`src/shared/zero_point_defs.svh`:
```
// timing and reset constants for the zero point control block
`ifndef ZERO_POINT_DEFS_SVH
`define ZERO_POINT_DEFS_SVH
`define ZP_CLK_HZ 40000000
`define ZP_HOLD_SEC 3
`define ZP_HOLD_CYCLES (`ZP_HOLD_SEC * `ZP_CLK_HZ)
`define ZP_RAW_W 22
`define ZP_RES_MIN 10
`define ZP_RES_MAX 22
`define ZP_FACTORY_DATUM_RST 22'h000000
`define ZP_SYNC_RST 2'h0
`endif

```
`src/shared/zero_point_pkg.sv`:
```
// types shared by the zero point control block
`default_nettype none
package zero_point_pkg;
    typedef enum logic [1:0] {
        ST_WATCH,
        ST_COMMIT,
        ST_RUN
    } zp_state_t;

    typedef struct packed {
        logic datum_valid;
        logic factory_sel;
        logic [21:0] datum;
    } nv_image_t;

    typedef struct packed {
        logic factory_datum_flag;
        logic [21:0] position;
    } pos_out_t;
endpackage
`default_nettype wire

```
`src/verilog/zero_point_ctrl.sv`:
```
// zero point (datum) control for an absolute angle encoder
// Summary of operation
// - position is reported relative to the active datum; datum reads zero
// - factory datum is the active datum until a new one is captured
// - valid capture request stores present raw angle as new retained datum
// - valid restore request selects factory datum, retained over power loss
// - request is a line held low continuously for 3 s from power-up
// - output resolution is fixed at configuration, 10 to 22 bits
// - factory_datum_flag is 1 while factory datum active, else 0
`include "zero_point_defs.svh"
`default_nettype none
module zero_point_ctrl #(
    parameter int unsigned RES_BITS = 22,
    parameter int unsigned HOLD_CYCLES = `ZP_HOLD_CYCLES
) (
    input wire logic clk,
    input wire logic rst_b,
    input wire logic zero_set_b,
    input wire logic zero_reset_b,
    input wire logic [21:0] raw_angle,
    input wire zero_point_pkg::nv_image_t nv_rd,
    output logic nv_wr,
    output zero_point_pkg::nv_image_t nv_wr_data,
    output zero_point_pkg::pos_out_t pos_out,
    output logic pos_valid
);
    // ------------------------------------------------------------
    // input synchronisers
    // ------------------------------------------------------------
    // flops start at the request level, so their fill-up cannot cancel a line held from power-up
    logic [1:0] set_sync_ff;
    logic [1:0] rst_sync_ff;
    always_ff @(posedge clk or negedge rst_b) begin
        if (!rst_b) begin
            set_sync_ff <= `ZP_SYNC_RST;
            rst_sync_ff <= `ZP_SYNC_RST;
        end else begin
            set_sync_ff <= {set_sync_ff[0], zero_set_b};
            rst_sync_ff <= {rst_sync_ff[0], zero_reset_b};
        end
    end
    wire set_low = ~set_sync_ff[1];
    wire rst_low = ~rst_sync_ff[1];

    // ------------------------------------------------------------
    // power-up hold window
    // ------------------------------------------------------------
    // a line released at any time inside the window drops its request for good
    zero_point_pkg::zp_state_t state_ff;
    zero_point_pkg::zp_state_t nxt_state;
    logic [31:0] hold_cnt_ff;
    logic set_held_ff;
    logic rst_held_ff;
    logic [21:0] datum_ff;
    logic factory_ff;
    wire window_done = (hold_cnt_ff >= HOLD_CYCLES - 1);
    wire watching = (state_ff == zero_point_pkg::ST_WATCH);
    wire set_req = set_held_ff & set_low;
    wire rst_req = rst_held_ff & rst_low;
    // restore wins when both are held: the safer of the two outcomes
    wire commit_restore = rst_req;
    wire commit_capture = set_req & ~rst_req;
    always_comb begin
        nxt_state = state_ff;
        unique case (state_ff)
            zero_point_pkg::ST_WATCH: if (window_done) nxt_state = zero_point_pkg::ST_COMMIT;
            zero_point_pkg::ST_COMMIT: nxt_state = zero_point_pkg::ST_RUN;
            zero_point_pkg::ST_RUN: nxt_state = zero_point_pkg::ST_RUN;
        endcase
    end
    always_ff @(posedge clk or negedge rst_b) begin
        if (!rst_b) begin
            state_ff <= zero_point_pkg::ST_WATCH;
            hold_cnt_ff <= 32'h0;
            set_held_ff <= 1'b1;
            rst_held_ff <= 1'b1;
        end else begin
            state_ff <= nxt_state;
            if (watching) begin
                hold_cnt_ff <= hold_cnt_ff + 32'h1;
                set_held_ff <= set_held_ff & set_low;
                rst_held_ff <= rst_held_ff & rst_low;
            end
        end
    end

    // ------------------------------------------------------------
    // active datum and retained image
    // ------------------------------------------------------------
    wire in_commit = (state_ff == zero_point_pkg::ST_COMMIT) & window_done;
    wire do_commit = watching & window_done & (set_req | rst_req);
    wire [21:0] nxt_datum = commit_capture ? raw_angle : `ZP_FACTORY_DATUM_RST;
    wire nv_has = nv_rd.datum_valid & ~nv_rd.factory_sel;
    // image comes from the committed flops, so a moving angle cannot skew the stored datum
    assign nv_wr_data = '{datum_valid: 1'b1, factory_sel: factory_ff, datum: datum_ff};
    always_ff @(posedge clk or negedge rst_b) begin
        if (!rst_b) begin
            nv_wr <= 1'b0;
            datum_ff <= `ZP_FACTORY_DATUM_RST;
            factory_ff <= 1'b1;
        end else begin
            nv_wr <= do_commit;
            if (do_commit) begin
                datum_ff <= nxt_datum;
                factory_ff <= commit_restore;
            end else if (watching && hold_cnt_ff == 32'h0) begin
                datum_ff <= nv_has ? nv_rd.datum : `ZP_FACTORY_DATUM_RST;
                factory_ff <= ~nv_has;
            end
        end
    end

    // ------------------------------------------------------------
    // position output
    // ------------------------------------------------------------
    // subtraction at full width wraps naturally at one turn
    wire [21:0] rel_angle = raw_angle - datum_ff;
    wire [21:0] res_mask = ~(22'h3FFFFF >> RES_BITS);
    wire [21:0] trunc = (rel_angle & res_mask) >> (`ZP_RAW_W - RES_BITS);
    always_ff @(posedge clk or negedge rst_b) begin
        if (!rst_b) begin
            pos_out <= '0;
            pos_valid <= 1'b0;
        end else begin
            pos_out.position <= trunc;
            pos_out.factory_datum_flag <= factory_ff;
            pos_valid <= ~watching;
        end
    end

    // ------------------------------------------------------------
    // checks
    // ------------------------------------------------------------
    initial begin
        if (RES_BITS < `ZP_RES_MIN || RES_BITS > `ZP_RES_MAX) $error("resolution out of range");
    end
endmodule
`default_nettype wire

```
`config.mk`:
```
export PLATFORM = sky130hd
export DESIGN_NAME = zero_point_ctrl
export DESIGN_NICKNAME = d
export VERILOG_FILES = /design/src/shared/zero_point_pkg.sv /design/src/verilog/zero_point_ctrl.sv
export VERILOG_INCLUDE_DIRS = /design/src /design/src/shared
export SDC_FILE = /design/constraint.sdc
export NUM_CORES = 1
export LEC_CHECK = 0
export ABC_CLOCK_PERIOD_IN_PS = 2600
export CAP_MARGIN = 20
export CORE_UTILIZATION = 55
export CTS_CLUSTER_SIZE = 8
export DETAILED_ROUTE_END_ITERATION = 16
export DONT_BUFFER_PORTS = 1
export GPL_TIMING_DRIVEN = 0
export PLACE_DENSITY_LB_ADDON = 0.1
export SLEW_MARGIN = 25
export SYNTH_ARGS = -nofsm -noshare
export SYNTH_HDL_FRONTEND = slang
export SYNTH_SLANG_ARGS = --single-unit
export TNS_END_PERCENT = 1
```
`constraint.sdc`:
```
create_clock -name clk -period 2.6 [get_ports clk]
set_clock_uncertainty 0.05 [all_clocks]
set_input_delay 0.52 -clock clk [delete_from_list [all_inputs] [get_ports clk]]
set_output_delay 0.52 -clock clk [all_outputs]
set_load 0.05 [all_outputs]
```
======== Yosys cells after proc, flatten, opt, wreduce, memory -nomap -nowiden ========
Index checks and enable logic that the tools add are counted.
word-level totals
  output and inout port bits .............. 49
  logic and storage cells ................. 44
  input port bits ......................... 50
  register bits after elaboration ......... 88
cells by class
  $add $sub $neg .......................... 2
  order comparisons ....................... 1
  equal/unequal tests ..................... 3
  muxes and demuxes ....................... 8
  reduce and logical (&&, ||, !) cells .... 5
  bitwise gates (word level) .............. 13
operator list
  operator                                                                                count
  22-bit two-way mux                                                                      4
  32-bit by 1-bit adder with 32-bit output (second input constant)                        1
  32-bit by 27-bit greater-or-equal comparator with 1-bit output (second input constant)  1
  32-bit logical NOT                                                                      1
  22-bit subtractor                                                                       1
  1-bit AND                                                                               6
  1-bit inverter                                                                          6
  2-bit case mux with 2 select lines                                                      1
  2-bit by 1-bit equality test with 1-bit output (second input constant)                  1
  2-bit equality test (second input constant)                                             1
  2-bit logical NOT                                                                       1
  1-bit two-way mux                                                                       2
  2-bit two-way mux                                                                       1
  2-bit != test (second input constant)                                                   1
  2-bit nonzero test                                                                      1
  2-bit OR reduction                                                                      1
  1-bit logical AND                                                                       1
  1-bit OR                                                                                1

======== Depth between registers and ports, before layout ========
  depth in word-level cells ............... 6
  depth in mapped cells ................... 10
  mapped depth without buffers ............ 10

======== Worst setup path before layout ========
No wires, ideal clock.
  kind .................................... reg-to-reg
  from .................................... register datum_ff[0]
  to ...................................... register pos_out[18] (netlist bit)
  cell stages (with the launch flop) ...... 10
  setup slack ............................. -0.131 ns
  library setup time ...................... 0.069 ns
  arrival time ............................ 2.613 ns
  clock period less this slack ............ 2.731 ns
  buffers on the path ..................... 0
  data required time ...................... 2.481 ns
  path through ............................ dfrtp_1 -> ha_1 -> inv_1 -> fa_1 -> a21oi_1 -> o211ai_1 -> o31ai_1 -> a2111oi_0 -> or3_1 -> nand3_1
on the way
  cells in the longest elaborated chain, start to end .. 1
ends and longest elaborated chain
  element                 line                    text
  from (decl)             zero_point_ctrl.sv:54   logic [21:0] datum_ff;
  from (signal assigned)  zero_point_ctrl.sv:99   datum_ff <= `ZP_FACTORY_DATUM_RST;
  from (signal assigned)  zero_point_ctrl.sv:104  datum_ff <= nxt_datum;
  from (signal assigned)  zero_point_ctrl.sv:107  datum_ff <= nv_has ? nv_rd.datum : `ZP_FACTORY_DATUM_RST;
  22-bit subtractor       zero_point_ctrl.sv:117  wire [21:0] rel_angle = raw_angle - datum_ff;
  via rel_angle[18]       zero_point_ctrl.sv:117
  to (decl)               zero_point_ctrl.sv:24   output zero_point_pkg::pos_out_t pos_out,
The timed path passes the listed nets, and every way through them passes these cells.
A chain may end at the register's enable or synchronous reset.

======== Worst setup path after layout ========
  from .................................... register datum_ff[0]
  to ...................................... register pos_out[20] (netlist bit)
The elaborated chain is that of the path after synthesis.

==> results.cfg <==
[flow_run]
maxCapViolCount = 0

[timing]
rsz0062_at_grt = true
min_period_ns = 2.60
whs_ns = -0.00613
fin_ws_ns = -0.00111
setup_viol = 1
slew_headroom_pct = 55.9
fmax_mhz = 384
min_period_over_period_pct = 100
final-hold-violation-count = 3
drv_slew = 0
tightestPinTransition_ns = 0.657

[layout]
drive_gt1_share_pct = 16.6
antenna_cells = 0
layout_common_cells = 71 x dfrtp_1, 43 x nand3_1, 39 x inv_1
nets = 605
synthToLayoutAreaGrowth_pct = 10.3
final_area_mm2 = 0.00553
final_common_cell = dfrtp_1

[global_routing]
grt_pass1_wl_um = 18900
grt_pass1_vias = 3782
track_usage_pct = 25.1
grt_antenna_before_repair = 0
grt_max_degree = 89
grt.overflow.total = 0

[power_and_ir_drop]
p_switching_mw = 1.11
power.internal_mw = 1.97
swShare_pct = 36.0
pwr_density_cell_mw_per_mm2 = 556
seq_power_share_pct = 57.3
p_clk_share_pct = 30.3
peakVddDrop_v = 0.000272
combPwrFrac_pct = 12.4
leakagePower_nw = 2.41

[routing]
drt_wl_total_um = 11200
remaining_drc_errors = 0
first_pass_iters = 4
ant_nets = 0
drt_iter0_drc = 202
vias = 3775
wl_per_cell_um = 17.5
viasPerCell = 5.87

[floorplanning]
die_w_um = 97.5
die-area_mm2 = 0.00950
start_util_pct = 57.2
core_mm2 = 0.00876
boundaryPins = 99
die_h_um = 97.5
rows = 34

[logic_synthesis]
synth.area.top_cells = dfrtp_1 42%, ha_1 6.0%, xnor2_1 5.4%, nand3_1 4.4%, mux2_2 4.3%
ys_seq_area_share_pct = 44.0
syn_inst = 512
ys_warn_count = 0
async_flop_share_pct = 100
syn_area_per_cell_um2 = 9.79
yosysTopAreaCell = dfrtp_1
synth_edf_count = 0
synth_top_area_share_pct = 42.4
synth.distinct_cells = 56
syn_area_mm2 = 0.00501
ys.flop_type = dfrtp_1
syn-num-nets = 587
synth-seq-cells = 88

[setup_path]
cp_data_required_time_ns = 2.82
critPathLaunchType = register
critPathMaxStageDelay_ns = 0.57
r2r-end = pos_out[20]$_DFF_PN0_
crit_chain = ha_4, inv_1, fa_2, a21oi_2, o211ai_1, o31ai_2, buf_4, nand3_2, a311o_1, o311ai_1
worstSetupPathType = reg -> reg
crit_path_max_fanout = 4
end_kind = register
crit_buf_inv = 2
r2r_cells = 10
cp.arrival_ns = 2.82
timing.rr.start = datum_ff[0]$_DFFE_PN0P_
critical_path.top_delay_family = compound AO/OA/AOI/OAI gates
rrSetupSlack_ns = -0.001
cpMaxStageDelayCell = dfrtp_2

[place]
dpl_cell_area_mm2 = 0.00515
gp_congestion = 0.833
pre_cts_slack_ns = -0.461
io_buffers = 0
hpwl_um = 8110

[clock_tree]
cts_tree = done
clkTransAtPathRegs_ns = 0.10
cts_max_level = 3
cts_root_buf = clkbuf_8
insertion_delay_ns = 0.37
clock-sinks = 88
cts_buffers = 9
clock_path_buffers = 2

[status]
violations = negative hold slack, negative setup slack
status = complete, but fails checks

[hold_path]
min_path_type = in -> async
cells by family after synthesis:
logic type                 count (synthesis)  share of synthesized area (%)
and+or+nand+nor                          170                           18.3
AOI/OAI and AO/OA                         99                           12.6
DFF                                       88                           44.0
muxes                                     24                           5.29
other                                      1                         0.0748
buffers and inverters                     58                           5.21
adders and majority gates                 25                           6.39
xor gates and xnor gates                  47                           8.21
timing repair:
item / in CTS / in global routing
resized for setup: 22 / 13
setup buffers: 2 / 4
pin swaps: 5 / 7
setup endpoints to repair: 35 / 34
hold endpoints to repair: 88 / 88
layer usage:
metal  part of all wire [%]  track usage [%]
met5                      0                0
met4                    1.1             6.67
met1                     47             34.6
met2                     44             38.0
met3                    8.5             8.49
layout make-up:
| class | instances | area, um^2 |
|---|---|---|
| clock buffer | 9 | 124 |
| buffer | 19 | 129 |
| sequential | 88 | 2220 |
| inverter | 39 | 146 |
| clock inverter | 7 | 62.6 |
| fill | 739 | 3230 |
| tap | 108 | 135 |
| multi-input combinational | 366 | 2640 |
| timing repair buffer | 7 | 72.6 |
worst register-to-register path, cell delays in order (launching register included):
cell and delay, ns:
dfrtp_2 0.57, ha_4 0.19, inv_1 0.05, fa_2 0.42
a21oi_2 0.16, o211ai_1 0.15, o31ai_2 0.19, buf_4 0.18
nand3_2 0.10, a311o_1 0.35, o311ai_1 0.10
worst max-delay path by stage:
stage,endpoint,cells after the start,from,slack (ns)
after floorplan,pos_out[18]$_DFF_PN0_,9,datum_ff[0]$_DFFE_PN0P_,0.02
after global placement,pos_out[20]$_DFF_PN0_,9,datum_ff[0]$_DFFE_PN0P_,-0.49
after detailed placement,pos_out[20]$_DFF_PN0_,9,datum_ff[0]$_DFFE_PN0P_,-0.46
after CTS,pos_out[20]$_DFF_PN0_,10,datum_ff[0]$_DFFE_PN0P_,-0.08
after global routing,pos_out[20]$_DFF_PN0_,10,datum_ff[0]$_DFFE_PN0P_,-0.09
final,pos_out[20]$_DFF_PN0_,10,datum_ff[0]$_DFFE_PN0P_,-0.001
synthesized netlist by cell type (11+ instances only):
cell type,n
inv_1,39
a21oi_1,20
o21a_1,11
clkbuf_1,12
nand2_1,26
o21ai_0,33
dfrtp_1,85
mux2_2,19
nand3_1,44
and2_1,23
xnor2_1,31
ha_1,24
nor2_1,24
xor2_1,16
state kept, by name, summed over array words and instances, names as in the netlist:
name,count
nv_wr,1
state_ff,2
rst_held_ff,1
pos_out,23
factory_ff,1
set_sync_ff,2
hold_cnt_ff,32
datum_ff,22
set_held_ff,1
rst_sync_ff,2
pos_valid,1
power groups by stage:
stage | Clock (mW) | Combinational [mW] | Sequential, mW
final | 0.933 | 0.381 | 1.76
after global routing | 1.01 | 0.430 | 1.77
after CTS | 0.949 | 0.336 | 1.76
after detailed placement | 0 | 0.324 | 1.79
after global placement | 0 | 0.319 | 1.79
after floorplan | 0 | 0.263 | 1.78
stage by stage:
stage                     power [mW]  util (%)  setup TNS [ns]  std cells
after floorplan                 2.04         -               0        512
after global placement          2.11      58.8           -4.01        620
after detailed placement        2.11      58.8           -5.39        620
after CTS                       3.05      61.9         -0.0813        638
after global routing            3.21      63.1           -1.06        643
final                           3.08      63.1        -0.00111        643
Power figures use the tool's default switching activity.
